--- config.mk ---
export PLATFORM = sky130hd
export DESIGN_NAME = psmc_ctrl
export DESIGN_NICKNAME = d
export VERILOG_FILES = /design/src/rtl/psmc_pkg.sv /design/src/rtl/psmc_ctrl.sv
export SDC_FILE = /design/constraint.sdc
export NUM_CORES = 1
export LEC_CHECK = 0
export ABC_AREA = 0
export BUFFER_PORTS_ARGS = -buffer_cell sky130_fd_sc_hd__buf_2
export CORE_UTILIZATION = 45
export CTS_BUF_LIST = sky130_fd_sc_hd__clkbuf_2 sky130_fd_sc_hd__clkbuf_4 sky130_fd_sc_hd__clkbuf_8
export DETAILED_ROUTE_END_ITERATION = 8
export PLACE_DENSITY = 0.62
export SETUP_SLACK_MARGIN = 0.02
export SLEW_MARGIN = 15
export SYNTH_ARGS = -nofsm -noshare
export SYNTH_HDL_FRONTEND = slang
export SYNTH_SLANG_ARGS = --single-unit
--- constraint.sdc ---
create_clock -name clk_i -period 5.8 [get_ports clk_i]
set_input_delay 0.29 -clock clk_i [delete_from_list [all_inputs] [get_ports clk_i]]
set_output_delay 0.29 -clock clk_i [all_outputs]
set_load 0.01 [all_outputs]
--- src/rtl/psmc_pkg.sv ---
// Purpose: Shared constants and types of the power source mode controller.
// Assumes: 50 MHz system clock.
// Notes:   Times are kept in their own unit; cycle counts derive from them.
package psmc_pkg;

    localparam int unsigned CLK_HZ          = 50_000_000;
    localparam int unsigned SWITCH_MAX_NS   = 14_000;
    localparam int unsigned ACT_WINDOW_NS   = 120_000;
    localparam int unsigned QUAL_TIME_MS    = 3_600;
    localparam int unsigned TEMP_LIMIT_C    = 60;
    localparam int unsigned EXT_CUR_MAX_MA  = 850;
    localparam int unsigned POLL_TIME_MS    = 1_000;
    localparam int unsigned CHG_CUR_MA      = 212;

    // Bit positions of the synchronised level inputs
    localparam int unsigned SY_HOST = 0;
    localparam int unsigned SY_EXT  = 1;
    localparam int unsigned SY_USB  = 2;
    localparam int unsigned SY_HDR  = 3;
    localparam int unsigned SY_SW   = 4;
    localparam int unsigned SY_DRAW = 5;
    localparam int unsigned SY_FULL = 6;
    localparam int unsigned SY_HALT = 7;
    localparam int unsigned SY_W    = 8;
    // Host draw idles high after reset
    localparam logic [SY_W-1:0] SY_IDLE = SY_W'(1) << SY_DRAW;

    // Longest time rounds down; at least one cycle
    localparam int unsigned SWITCH_CYC =
        (SWITCH_MAX_NS / 20 > 0) ? SWITCH_MAX_NS / 20 : 1;
    localparam int unsigned QUAL_CYC =
        QUAL_TIME_MS * (CLK_HZ / 1000);
    localparam int unsigned POLL_CYC =
        POLL_TIME_MS * (CLK_HZ / 1000);

    localparam int unsigned TIMER_W = 28;
    localparam int unsigned TEMP_W  = 8;
    localparam int unsigned CUR_W   = 12;

    typedef enum logic [2:0] {
        PSMC_USB,
        PSMC_EXT,
        PSMC_BAT,
        PSMC_LPB,
        PSMC_HOST
    } psmc_mode_t;

    typedef enum logic [1:0] {
        PSMC_CHG_OFF,
        PSMC_CHG_NORMAL,
        PSMC_CHG_TRICKLE
    } psmc_chg_t;

endpackage

--- src/rtl/psmc_ctrl.sv ---
// Purpose: Supervisory power source mode controller with charger gating
//          and protective shutdown.
// Assumes: Source-good, over-limit and temperature inputs come from
//          comparators outside this clock domain and are synchronised here.
// Notes:   Battery changeover is immediate, well inside the switch budget.
//
// Contract
// [RL1] Five powering states only
// [RL2] External input wins over micro-USB
// [RL3] Micro-USB loss goes to battery
// [RL4] External loss without micro-USB goes battery
// [RL5] No cable source means battery mode
// [RL6] Battery changeover under 14 us
// [RL7] Return after 3.6 s stable cable
// [RL8] Instability restarts the qualification timer
// [RL9] Over 60 C stops charging
// [RL10] Over 60 C emergency shutdown then power off
// [RL11] Over-current shutdown then power off
// [RL12] External input continuous draw capped 850 mA
// [RL13] Full battery switches to trickle charge
// [RL14] Charge off when supply insufficient
// [RL15] No charging in battery mode
// [RL16] Modes decided from voltages and current
// [RL17] Active mode readable by scripting
// [RL18] Priority host, external, micro-USB, battery
// [RL19] Low-power mode polls cable sources
// [RL20] Leave battery into best present source
`timescale 1ns/10ps
`default_nettype none

module psmc_ctrl
    import psmc_pkg::*;
#(
    parameter int unsigned QUAL_CYCLES = QUAL_CYC,
    parameter int unsigned POLL_CYCLES = POLL_CYC,
    parameter int unsigned SD_CYCLES   = 5000
) (
    input  wire logic             clk_i,
    input  wire logic             rst_i,
    input  wire logic             host_src_ok_i,
    input  wire logic             ext_src_ok_i,
    input  wire logic             usb_src_ok_i,
    input  wire logic             header_ok_i,
    input  wire logic             switch_on_i,
    input  wire logic             host_draw_i,
    input  wire logic [TEMP_W-1:0] temp_c_i,
    input  wire logic [CUR_W-1:0] cur_ma_i,
    input  wire logic [CUR_W-1:0] cur_limit_ma_i,
    input  wire logic [CUR_W-1:0] chg_headroom_ma_i,
    input  wire logic             batt_full_i,
    input  wire logic             host_halted_i,
    output psmc_pkg::psmc_mode_t  mode_o,
    output logic                  use_host_o,
    output logic                  use_ext_o,
    output logic                  use_usb_o,
    output logic                  use_batt_o,
    output psmc_pkg::psmc_chg_t   chg_o,
    output logic                  shutdown_req_o,
    output logic                  power_en_o
);
    import psmc_pkg::*;

    localparam logic [CUR_W-1:0] EXT_MAX = CUR_W'(EXT_CUR_MAX_MA);
    localparam logic [TEMP_W-1:0] TMAX  = TEMP_W'(TEMP_LIMIT_C);
    localparam logic [CUR_W-1:0] CHG_MA = CUR_W'(CHG_CUR_MA);

    ////////////////////////////////////////////////////////////////////////
    // Input synchronisers (level signals, two stages each)
    // Only the second stage is read; the first may still be settling.
    localparam int unsigned NS = SY_W;
    logic [NS-1:0]     lvl_in;
    logic [NS-1:0]     s1_q;
    logic [NS-1:0]     s2_q;
    logic [TEMP_W-1:0] t1_q;
    logic [TEMP_W-1:0] t2_q;
    logic [CUR_W-1:0]  c1_q;
    logic [CUR_W-1:0]  c2_q;

    assign lvl_in[SY_HOST] = host_src_ok_i;
    assign lvl_in[SY_EXT]  = ext_src_ok_i;
    assign lvl_in[SY_USB]  = usb_src_ok_i;
    assign lvl_in[SY_HDR]  = header_ok_i;
    assign lvl_in[SY_SW]   = switch_on_i;
    assign lvl_in[SY_DRAW] = host_draw_i;
    assign lvl_in[SY_FULL] = batt_full_i;
    assign lvl_in[SY_HALT] = host_halted_i;

    // Host draw resets high: a zero here would read as an idle host and
    // send the machine into low-power mode before the first real sample.
    always_ff @(posedge clk_i or posedge rst_i) begin
        if (rst_i) begin
            s1_q <= SY_IDLE;
            s2_q <= SY_IDLE;
        end else begin
            s1_q <= lvl_in;
            s2_q <= s1_q;
        end
    end

    // Readings are assumed slow next to the clock; a sample taken
    // mid-change is off by one step for a single cycle at most.
    always_ff @(posedge clk_i or posedge rst_i) begin
        if (rst_i) begin
            t1_q <= '0;
            t2_q <= '0;
        end else begin
            t1_q <= temp_c_i;
            t2_q <= t1_q;
        end
    end

    always_ff @(posedge clk_i or posedge rst_i) begin
        if (rst_i) begin
            c1_q <= '0;
            c2_q <= '0;
        end else begin
            c1_q <= cur_ma_i;
            c2_q <= c1_q;
        end
    end

    logic host_ok;
    logic ext_ok;
    logic usb_ok;
    logic hdr_ok;
    logic sw_on;
    logic drawing;
    logic full;
    logic halted;
    assign host_ok = s2_q[SY_HOST];
    assign ext_ok  = s2_q[SY_EXT];
    assign usb_ok  = s2_q[SY_USB];
    assign hdr_ok  = s2_q[SY_HDR];
    assign sw_on   = s2_q[SY_SW];
    assign drawing = s2_q[SY_DRAW];
    assign full    = s2_q[SY_FULL];
    assign halted  = s2_q[SY_HALT];

    ////////////////////////////////////////////////////////////////////////
    // Source selection
    // Fixed priority: host socket, external input, micro-USB
    function automatic psmc_mode_t best_src(input logic h, input logic e,
                                            input logic u);
        psmc_mode_t m;
        m = PSMC_BAT;
        if (h) begin
            m = PSMC_HOST; // RL18
        end else if (e) begin
            m = PSMC_EXT; // RL2
        end else if (u) begin
            m = PSMC_USB;
        end
        return m;
    endfunction

    logic any_src;
    assign any_src = host_ok | ext_ok | usb_ok;

    psmc_mode_t mode_q;
    logic [TIMER_W-1:0] qual_q;
    logic [TIMER_W-1:0] poll_q;
    logic qualified;
    assign qualified = (qual_q >= TIMER_W'(QUAL_CYCLES - 1)) & any_src;

    // Any change of the source set, or no source present, restarts qualification
    logic [2:0] src_vec_q;
    always_ff @(posedge clk_i or posedge rst_i) begin
        if (rst_i) begin
            qual_q    <= '0;
            src_vec_q <= '0;
        end else begin
            src_vec_q <= {host_ok, ext_ok, usb_ok};
            if (!any_src || src_vec_q != {host_ok, ext_ok, usb_ok}) begin
                qual_q <= '0; // RL8
            end else if (!qualified) begin
                qual_q <= qual_q + 1'b1; // RL7
            end
        end
    end

    ////////////////////////////////////////////////////////////////////////
    // Protection
    logic over_temp;
    logic over_cur;
    logic fault_q;
    logic [TIMER_W-1:0] sd_q;
    logic pwr_q;
    // A fault latches until reset: a cooling board must not restart
    // a host that was already told to halt.
    assign over_temp = t2_q > TMAX; // RL9
    assign over_cur = (c2_q > cur_limit_ma_i) |
                      ((mode_q == PSMC_EXT) & (c2_q > EXT_MAX)); // RL12

    // After a fault, power is cut once host reports halt or the shutdown grace expires
    always_ff @(posedge clk_i or posedge rst_i) begin
        if (rst_i) begin
            fault_q <= 1'b0;
            sd_q    <= '0;
            pwr_q   <= 1'b1;
        end else begin
            if (over_temp | over_cur) begin
                fault_q <= 1'b1; // RL10 RL11
            end
            if (fault_q && pwr_q) begin
                sd_q <= sd_q + 1'b1;
                if (halted || sd_q >= TIMER_W'(SD_CYCLES - 1)) begin
                    pwr_q <= 1'b0; // RL10 RL11
                end
            end
        end
    end

    ////////////////////////////////////////////////////////////////////////
    // Mode state machine
    // Falling back to battery never waits: the cable side is gone and
    // the hold-up capacitor only bridges a few microseconds. Going back
    // to cable always waits for a full qualification, so a sagging
    // supply cannot make the machine toggle between sources.
    always_ff @(posedge clk_i or posedge rst_i) begin
        if (rst_i) begin
            mode_q <= PSMC_BAT;
            poll_q <= '0;
        end else begin
            poll_q <= '0;
            unique case (mode_q) // RL1 RL16
                PSMC_USB: begin
                    // Same-cycle fallback keeps changeover in one clock
                    if (!usb_ok || !hdr_ok || host_ok || ext_ok) begin
                        mode_q <= (host_ok || ext_ok) ?
                                  best_src(host_ok, ext_ok, 1'b0) :
                                  PSMC_BAT; // RL3 RL6
                    end
                end
                PSMC_EXT: begin
                    if (host_ok) begin
                        mode_q <= PSMC_HOST;
                    end else if (!ext_ok || !hdr_ok) begin
                        mode_q <= PSMC_BAT; // RL4 RL6
                    end
                end
                PSMC_HOST: begin
                    if (!host_ok || !hdr_ok) begin
                        mode_q <= PSMC_BAT; // RL5 RL6
                    end
                end
                PSMC_BAT: begin
                    if (qualified && hdr_ok) begin
                        mode_q <= best_src(host_ok, ext_ok, usb_ok); // RL20
                    end else if (!any_src && !drawing) begin
                        mode_q <= PSMC_LPB;
                    end
                end
                PSMC_LPB: begin
                    poll_q <= poll_q + 1'b1;
                    if (poll_q >= TIMER_W'(POLL_CYCLES - 1)) begin
                        poll_q <= '0;
                        if (qualified) begin
                            mode_q <= best_src(host_ok, ext_ok,
                                               usb_ok); // RL19
                        end else if (drawing) begin
                            mode_q <= PSMC_BAT; // RL19
                        end
                    end
                end
            endcase
        end
    end

    ////////////////////////////////////////////////////////////////////////
    // Charger
    // Protection and battery mode come first so that no later branch
    // can turn the charger back on while either holds.
    psmc_chg_t chg_q;
    logic cable;
    assign cable = (mode_q != PSMC_BAT) && (mode_q != PSMC_LPB);

    always_ff @(posedge clk_i or posedge rst_i) begin
        if (rst_i) begin
            chg_q <= PSMC_CHG_OFF;
        end else if (!cable || fault_q) begin
            chg_q <= PSMC_CHG_OFF; // RL15
        end else if (over_temp) begin
            chg_q <= PSMC_CHG_OFF; // RL9
        end else if (chg_headroom_ma_i < CHG_MA) begin
            chg_q <= PSMC_CHG_OFF; // RL14
        end else if (full) begin
            chg_q <= PSMC_CHG_TRICKLE; // RL13
        end else begin
            chg_q <= PSMC_CHG_NORMAL; // RL14
        end
    end

    ////////////////////////////////////////////////////////////////////////
    // Outputs
    // Source switches follow the mode one cycle late; break-before-make
    // timing of the analog switches is left to the switch drivers.
    always_ff @(posedge clk_i or posedge rst_i) begin
        if (rst_i) begin
            use_host_o <= 1'b0;
        end else begin
            use_host_o <= pwr_q && mode_q == PSMC_HOST; // RL18
        end
    end

    always_ff @(posedge clk_i or posedge rst_i) begin
        if (rst_i) begin
            use_ext_o <= 1'b0;
        end else begin
            use_ext_o <= pwr_q && mode_q == PSMC_EXT;
        end
    end

    always_ff @(posedge clk_i or posedge rst_i) begin
        if (rst_i) begin
            use_usb_o <= 1'b0;
        end else begin
            use_usb_o <= pwr_q && mode_q == PSMC_USB; // RL2
        end
    end

    always_ff @(posedge clk_i or posedge rst_i) begin
        if (rst_i) begin
            use_batt_o <= 1'b0;
        end else begin
            use_batt_o <= pwr_q && !cable; // RL5
        end
    end

    assign mode_o         = mode_q; // RL17
    assign chg_o          = chg_q;
    assign shutdown_req_o = fault_q;
    assign power_en_o     = pwr_q;

endmodule

`default_nettype wire

==> reports/results.tsv, run 1 <==
stage	metric	value	unit
routing	vias	4741	
status	status	finished, final reports clean	
global_route	grt_pass1_vias	4733	
timing	skew	0.0112	ns
placed_design	post-place-ws	2.96	ns
floorplanning	die_w	123	µm
floorplanning	start_util	46.7	%
logic_synthesis	postSynthAreaPerCell	10.8	µm²
critical_path	arrival	3.29	ns
critical_path	crit_required	6.17	ns
routing	drc	0	
global_route	grt_util_met3	5.17	%
logic_synthesis	synthMuxAreaShare	0.171	%
logic_synthesis	synth-simple-area-share	19.8	%
pwr	p_per_area	270	nW/µm²
clocking	post_cts_buffers	0	
global_route	grt_pass1_wl	21.6	mm
logic_synthesis	synth-xor-area-share	7.98	%
global_route	overflow	0	
final_layout	antenna_cells	0	
critical_path	crit_path_cell_trace	nor3_1, o22ai_2, or4_1, or4_1, a21oi_1	
logic_synthesis	synth_cell_types	53	
clocking	cts_tree	done	
logic_synthesis	synthAdderAreaFrac	2.85	%
logic_synthesis	yosysWarningCount	0	
final_layout	area_delta_synth_final	18.2	%
placed_design	place.gp.congestion	0.796	
timing	grt_setup_unrepaired	false	
placed_design	io_buffers	61	
logic_synthesis	synthArstFlopShare	100	%
routing	first_iter_violations	275	
critical_path	slowest_delay	0.84	ns
critical_path	cp_num_buf_inv	0	
clocking	htree_levels	4	
routing	avgViaCountPerCell	5.29	
logic_synthesis	synth_area_leaders	dfrtp_1 (56%), xnor2_1 (5.3%), nor2_1 (3.4%), ha_1 (2.9%), xor2_1 (2.7%)	
timing	worst_pin_slew	0.944	ns
routing	drtAntennaViolNets	0	
critical_path	crit_family	simple AND/OR/NAND/NOR gates	
logic_synthesis	ys_ff_latch	152	
pwr	leakagePower	3.40	nW
clocking	cts_buffers	17	
clocking	root_buffer	clkbuf_8	
critical_path	r2r-start	s2_q[0]	
clocking	clock_path_buffers	2	
routing	wl_per_cell	14.2	µm
floorplanning	rows	43	
timing	setup_slack	2.88	ns
placed_design	dpl.hpwl	8.61	mm
global_route	grt_antenna_before_repair	0	
job	max_cap_violations	0	
global_route	top_usage_layer	met2	
floorplanning	die_h	123	µm
timing	fmax	342	MHz
timing	slew_viol_final	0	
floorplanning	die-area	15100	µm²
critical_path	path_common_cell	or4_1	
final_layout	drive_gt1_share	15.6	%
global_route	met2_usage	30.3	%
final_layout	stdcell_area	7780	µm²
routing	dr.pass1.iters	4	
logic_synthesis	synth_largest_area_cell	dfrtp_1	
floorplanning	core	14100	µm²
final_layout	finalNonFillerCells	897	
timing	finalCriticalPeriod	2.92	ns
logic_synthesis	syn_area	6580	µm²
floorplanning	io_pins	65	
critical_path	crit_fanout	17	
logic_synthesis	synth_edf_count	0	
routing	drt-total-wl	12.8	mm
logic_synthesis	synth_top_family_by_area	simple AND/OR/NAND/NOR gates	
timing	finalSetupTns	0	ns
global_route	grt_usage	18.6	%
critical_path	r2r_slack	2.88	ns
critical_path	critical_path.slowest_cell	or4_1	
critical_path	r2r_end	qual_q[24]	
clocking	clk_latency	0.44	ns
placed_design	place_area	7100	µm²
logic_synthesis	synth-compound-area-share	8.40	%
pwr	irDropWorstVdd	275	µV
logic_synthesis	yosys.area.top_type_share	56.3	%
clocking	clock_sinks	152	
timing	setup_viol	0	
global_route	grt_util_met1	24.4	%
placed_design	dp_cells	838	
critical_path	reg2reg_depth	5	
critical_path	critPathLaunchType	flop	
timing	hold_viol	0	
logic_synthesis	synth_flop_cell	dfrtp_1	
min_path	hold_path.class	input port to asynchronous set/reset pin	
logic_synthesis	synthCells	607	
final_layout	nNetsFinal	773	
critical_path	worstSetupEndpointType	flop	
clocking	clk_pin_slew	0.09	ns
timing	min_period_over_period	50.4	%
global_route	grt_max_degree	111	
timing	slew_headroom	37.0	%
critical_path	critPathKind	flop to flop	
logic_synthesis	ys_seq_area_share	57.9	%
==> flip-flops by register name, indices dropped and copies added, names as in the netlist, 2 cells and up <==
name	flops
c1_q	12
t1_q	8
mode_o	3
poll_q	28
sd_q	28
t2_q	8
chg_o	2
s1_q	7
s2_q	7
qual_q	28
c2_q	12
src_vec_q	3
==> per-stage QoR <==
step	utilization (%)	power [mW]	hold slack (ns)
floorplan	-	1.22	0.294
global placement	50.3	1.27	0.334
detailed placement	50.3	1.27	0.335
CTS	55.2	2.13	0.0781
global route	55.2	2.20	0.132
finish	55.2	2.10	0.0582
==> power breakdown <==
group,switching [mW],internal (mW)
clock,0.424,0.413
sequential,0.0228,1.09
combinational,0.0905,0.0636
total,0.537,1.56
==> cell type report <==
class,instances,area [µm²]
clock buffer,19,255
clock inverter,13,159
fill,1220,6320
inverter,30,118
multi-input combinational,410,2600
sequential,152,3810
tap,180,225
timing repair buffer,93,613
==> cells in the mapped netlist, types with 5 or more instances <==
| master | instances |
|---|---|
| dfrtp_1 | 148 |
| a21oi_1 | 27 |
| or4_1 | 8 |
| nand3_1 | 30 |
| nand4_1 | 17 |
| nor4_1 | 13 |
| nor3_1 | 14 |
| a211o_1 | 6 |
| inv_1 | 30 |
| or3_1 | 16 |
| nor2b_1 | 5 |
| ha_1 | 15 |
| xor2_1 | 20 |
| clkbuf_1 | 10 |
| nor2_1 | 60 |
| nand2_1 | 41 |
| xnor2_1 | 40 |
| a21o_1 | 7 |
| and4_1 | 7 |
| and2_1 | 6 |
| and3_1 | 10 |
| o21ai_0 | 19 |
==> worst max-delay path by stage <==
stage | to | startpoint | depth (start not counted)
after floorplan | c1_q[0] | rst_i | 1
after global placement | qual_q[24] | s2_q[0] | 5
after detailed placement | qual_q[26] | s2_q[0] | 5
after CTS | qual_q[24] | s2_q[0] | 5
after global routing | qual_q[24] | s2_q[0] | 5
final | qual_q[24] | s2_q[0] | 5
==> cell families (layout without fill, tap and decap cells) <==
family / count (synthesis) / in the layout
AND/OR/NAND/NOR: 247 / 247
flip-flops: 152 / 152
AO/OA/AOI/OAI: 85 / 85
XOR/XNOR: 60 / 60
buffers and inverters: 46 / 155
adder cells (fa/ha/maj): 15 / 15
other: 1 / 2
multiplexers: 1 / 1
==> per-layer routing <==
| layer | wire length (µm) | up-vias |
|---|---|---|
| li1 | - | 2322 |
| met1 | 6160 | 2335 |
| met2 | 6080 | 77 |
| met3 | 427 | 7 |
| met4 | 97 | 0 |
| met5 | 0 | - |
==> placed cells by master, fill, tap and decap left out, drive strengths merged, types with 13 or more instances in the layout <==
cell type | synthesis | layout
dlygate4sd3 | 0 | 27
nor4 | 13 | 13
o21ai | 19 | 19
nand2 | 41 | 41
nor3 | 14 | 14
nand3 | 31 | 31
inv | 30 | 37
a21oi | 27 | 27
xnor2 | 40 | 40
xor2 | 20 | 20
ha | 15 | 15
or3 | 17 | 17
buf | 6 | 66
dfrtp | 148 | 148
nand4 | 17 | 17
clkbuf | 10 | 19
nor2 | 60 | 60
==> what timing repair did <==
item / in CTS / in global routing
setup endpoints to repair: 0 / 0
resized for setup: 0 / 0
hold buffers: 27 / 0
endpoints found under the hold margin: 27 / 0
No activity file was read; power rests on OpenSTA's default activity.
==> inputs of run 2 (changes only) <==
--- a/config.mk
+++ b/config.mk
@@ -5,7 +5,7 @@
 export SDC_FILE = /design/constraint.sdc
 export NUM_CORES = 1
 export LEC_CHECK = 0
-export ABC_AREA = 0
+export ABC_AREA = 1
 export BUFFER_PORTS_ARGS = -buffer_cell sky130_fd_sc_hd__buf_2
 export CORE_UTILIZATION = 45
 export CTS_BUF_LIST = sky130_fd_sc_hd__clkbuf_2 sky130_fd_sc_hd__clkbuf_4 sky130_fd_sc_hd__clkbuf_8
==> constraint.sdc (replaced) <==
create_clock -name clk_i -period 2.9 [get_ports clk_i]
set_input_delay 0.145 -clock clk_i [delete_from_list [all_inputs] [get_ports clk_i]]
set_output_delay 0.145 -clock clk_i [all_outputs]
set_load 0.01 [all_outputs]
==> run 2 against run 1 <==
Wire length up 14%. Worst setup slack worse by 2.2 ns. Final area up 8.3%. Critical path depth up 8. Area after synthesis up 9.0%. Flip-flop and latch count unchanged. Via count up 17%. Register-to-register slack worse by 2.2 ns.
==> reports/results.tsv, run 2 <==
stage	metric	value	unit
routing	drc	0	
job	max_cap_violations	0	
timing	finalSetupTns	0	ns
global_route	grt_pass1_vias	5402	
min_path	hold_path.class	input port to flop	
pwr	p_per_area	510	nW/µm²
clocking	clk_latency	0.45	ns
logic_synthesis	ys_top_cells_by_count	nand2_1 (152), dfrtp_1 (148), nor2_1 (111), inv_1 (98), nor3_1 (43)	
min_path	whs_path_depth	5	
logic_synthesis	ys_seq_area_share	53.1	%
global_route	grt_usage	19.7	%
logic_synthesis	synthAdderAreaFrac	2.62	%
final_layout	nNetsFinal	989	
logic_synthesis	ys_ff_latch	152	
placed_design	dpl.hpwl	10.4	mm
critical_path	critPathLaunchType	flop	
final_layout	drive_gt1_share	14.1	%
logic_synthesis	synth-compound-area-share	5.91	%
logic_synthesis	yosysMostFrequentCell	nand2_1	
timing	grt_setup_unrepaired	false	
logic_synthesis	synthMuxAreaShare	0	%
timing	min_period_over_period	75.8	%
clocking	cts_buffers	17	
critical_path	reg2reg_depth	13	
global_route	grt_max_degree	116	
floorplanning	die_w	128	µm
clocking	clock_sinks	152	
placed_design	place_area	7740	µm²
timing	slew_viol_final	0	
global_route	grt_pass1_wl	25.5	mm
floorplanning	core	15400	µm²
floorplanning	rows	45	
clocking	post_cts_buffers	0	
logic_synthesis	synth_area_leaders	dfrtp_1 (52%), nand2_1 (8.0%), nor2_1 (5.8%), inv_1 (5.1%), xor2_1 (4.2%)	
logic_synthesis	synth_largest_area_cell	dfrtp_1	
final_layout	layout_common_cells	nand2_1 (152), dfrtp_1 (148), nor2_1 (111)	
logic_synthesis	synth-xor-area-share	5.25	%
critical_path	arrival	2.53	ns
pwr	leakagePower	3.78	nW
floorplanning	start_util	46.7	%
final_layout	antenna_cells	0	
min_path	hold_end	chg_o[1]	
routing	first_iter_violations	362	
timing	hold_viol	0	
floorplanning	die_h	128	µm
clocking	cts_tree	done	
critical_path	r2r-start	qual_q[0]	
routing	drtAntennaViolNets	0	
final_layout	final_common_cell	nand2_1	
clocking	clk_pin_slew	0.08	ns
timing	finalCriticalPeriod	2.20	ns
placed_design	dp_cells	1084	
logic_synthesis	yosys.area.top_type_share	51.6	%
logic_synthesis	postSynthAreaPerCell	8.82	µm²
final_layout	seqCellArea	3810	µm²
routing	avgViaCountPerCell	4.84	
final_layout	nFillCells	1403	
logic_synthesis	synth_flop_cell	dfrtp_1	
clocking	root_buffer	clkbuf_8	
logic_synthesis	yosysWarningCount	0	
routing	drt-total-wl	14.5	mm
critical_path	crit_fanout	22	
final_layout	post-route-util	54.8	%
routing	wl_per_cell	12.7	µm
timing	setup_viol	0	
final_layout	area_delta_synth_final	17.4	%
final_layout	stdcell_area	8430	µm²
timing	fmax	455	MHz
floorplanning	die-area	16500	µm²
logic_synthesis	synth_edf_count	0	
clocking	clock_path_buffers	2	
critical_path	r2r_slack	0.70	ns
critical_path	r2r_end	qual_q[21]	
pwr	power	4.29	mW
clocking	htree_levels	4	
min_path	hold_path_startpoint	chg_headroom_ma_i[7]	
critical_path	critPathKind	flop to flop	
timing	skew	0.0134	ns
global_route	overflow	0	
final_layout	multi_input_area	2920	µm²
logic_synthesis	synth_cell_types	47	
placed_design	place.gp.congestion	0.853	
logic_synthesis	synthCells	813	
floorplanning	io_pins	65	
final_layout	finalNonFillerCells	1144	
final_layout	reg_top3	poll_q (28), qual_q (28), sd_q (28)	
clocking	ctsResizeCount	0	
logic_synthesis	syn_area	7170	µm²
logic_synthesis	synth_top_family_by_area	simple AND/OR/NAND/NOR gates	
status	status	finished, final reports clean	
critical_path	crit_required	3.23	ns
placed_design	io_buffers	61	
clocking	holdBufCountCts	28	
logic_synthesis	synth-simple-area-share	26.8	%
pwr	irDropWorstVdd	381	µV
timing	worst_pin_slew	0.592	ns
critical_path	worstSetupEndpointType	flop	
logic_synthesis	synthArstFlopShare	100	%
global_route	grt_antenna_before_repair	0	
timing	slew_headroom	60.5	%
routing	dr.pass1.iters	5	
routing	vias	5539	
==> run 2: changes by cell type in the layout (fill, tap and decap cells not counted), moves of 7 or more <==
cell	previous run	this run
nor2_1	60	111
nor3_1	14	43
nand4_1	17	30
inv_1	29	97
o21ai_0	19	26
xor2_1	20	34
or4_1	8	0
and3_1	10	0
nand2_1	41	152
nand3_1	30	40
xnor2_1	40	9
or3_1	16	0
and4_1	7	0
==> run 2: how the worst max path moves through the flow <==
stage	start	cells after the start	endpoint
2_1_floorplan	rst_i	1	c1_q[0]
3_3_place_gp	qual_q[0]	13	qual_q[18]
3_5_place_dp	qual_q[0]	13	qual_q[21]
4_1_cts	qual_q[0]	13	qual_q[21]
5_1_grt	qual_q[0]	13	qual_q[11]
6_report	qual_q[0]	13	qual_q[21]
==> run 2: metrics by stage <==
| stage | worst slack, ns | hold slack, ns |
|---|---|---|
| 6_report | 0.703 | 0.0812 |
| 5_1_grt | 0.499 | 0.0949 |
| 4_1_cts | 0.690 | 0.0604 |
| 3_5_place_dp | 0.709 | 0.114 |
| 3_3_place_gp | 0.723 | 0.110 |
| 2_1_floorplan | 0.841 | 0.149 |
==> run 2: power breakdown <==
part | internal, mW | switching, mW | total, mW
combinational | 0.169 | 0.256 | 0.425
clock | 0.829 | 0.790 | 1.62
sequential | 2.19 | 0.0613 | 2.25
==> run 2: cells by family (layout without fill, tap and decap cells) <==
kind of cell / count (synthesis) / in the layout
other: 1 / 2
DFF: 152 / 152
buffers and inverters: 109 / 228
adders and majority gates: 15 / 15
and+or+nand+nor: 418 / 418
xor gates and xnor gates: 43 / 43
AOI/OAI and AO/OA: 75 / 75
==> run 2: final cells by class <==
cell class / instances / share of cell area (%)
Multi-Input combinational cell: 553 / 34.6
Clock inverter: 11 / 1.50
Sequential cell: 152 / 45.2
Timing Repair Buffer: 95 / 7.63
Tap cell: 211 / 3.13
Inverter: 101 / 4.60
Clock buffer: 21 / 3.28
==> run 2: metal layers <==
metal | track usage (%) | vias to the layer above | part of all wire [%]
met5 | 0 | - | 0
met2 | 30.8 | 114 | 46
met1 | 27.8 | 2547 | 49
met3 | 3.84 | 14 | 4.0
met4 | 6.02 | 0 | 1.2
li1 | - | 2864 | -
==> run 2: worst max-delay path, cell delays in order (launching register included) <==
cell      delay (ns)
dfrtp_1         0.42
ha_1            0.28
nand2_1         0.14
nor2_4          0.06
nand3_1         0.08
nand2_1         0.06
nand2_1         0.08
nand2_2         0.10
nand2_4         0.28
clkinv_4        0.17
nand2_4         0.16
inv_1           0.10
nand2_1         0.07
o31ai_1         0.07
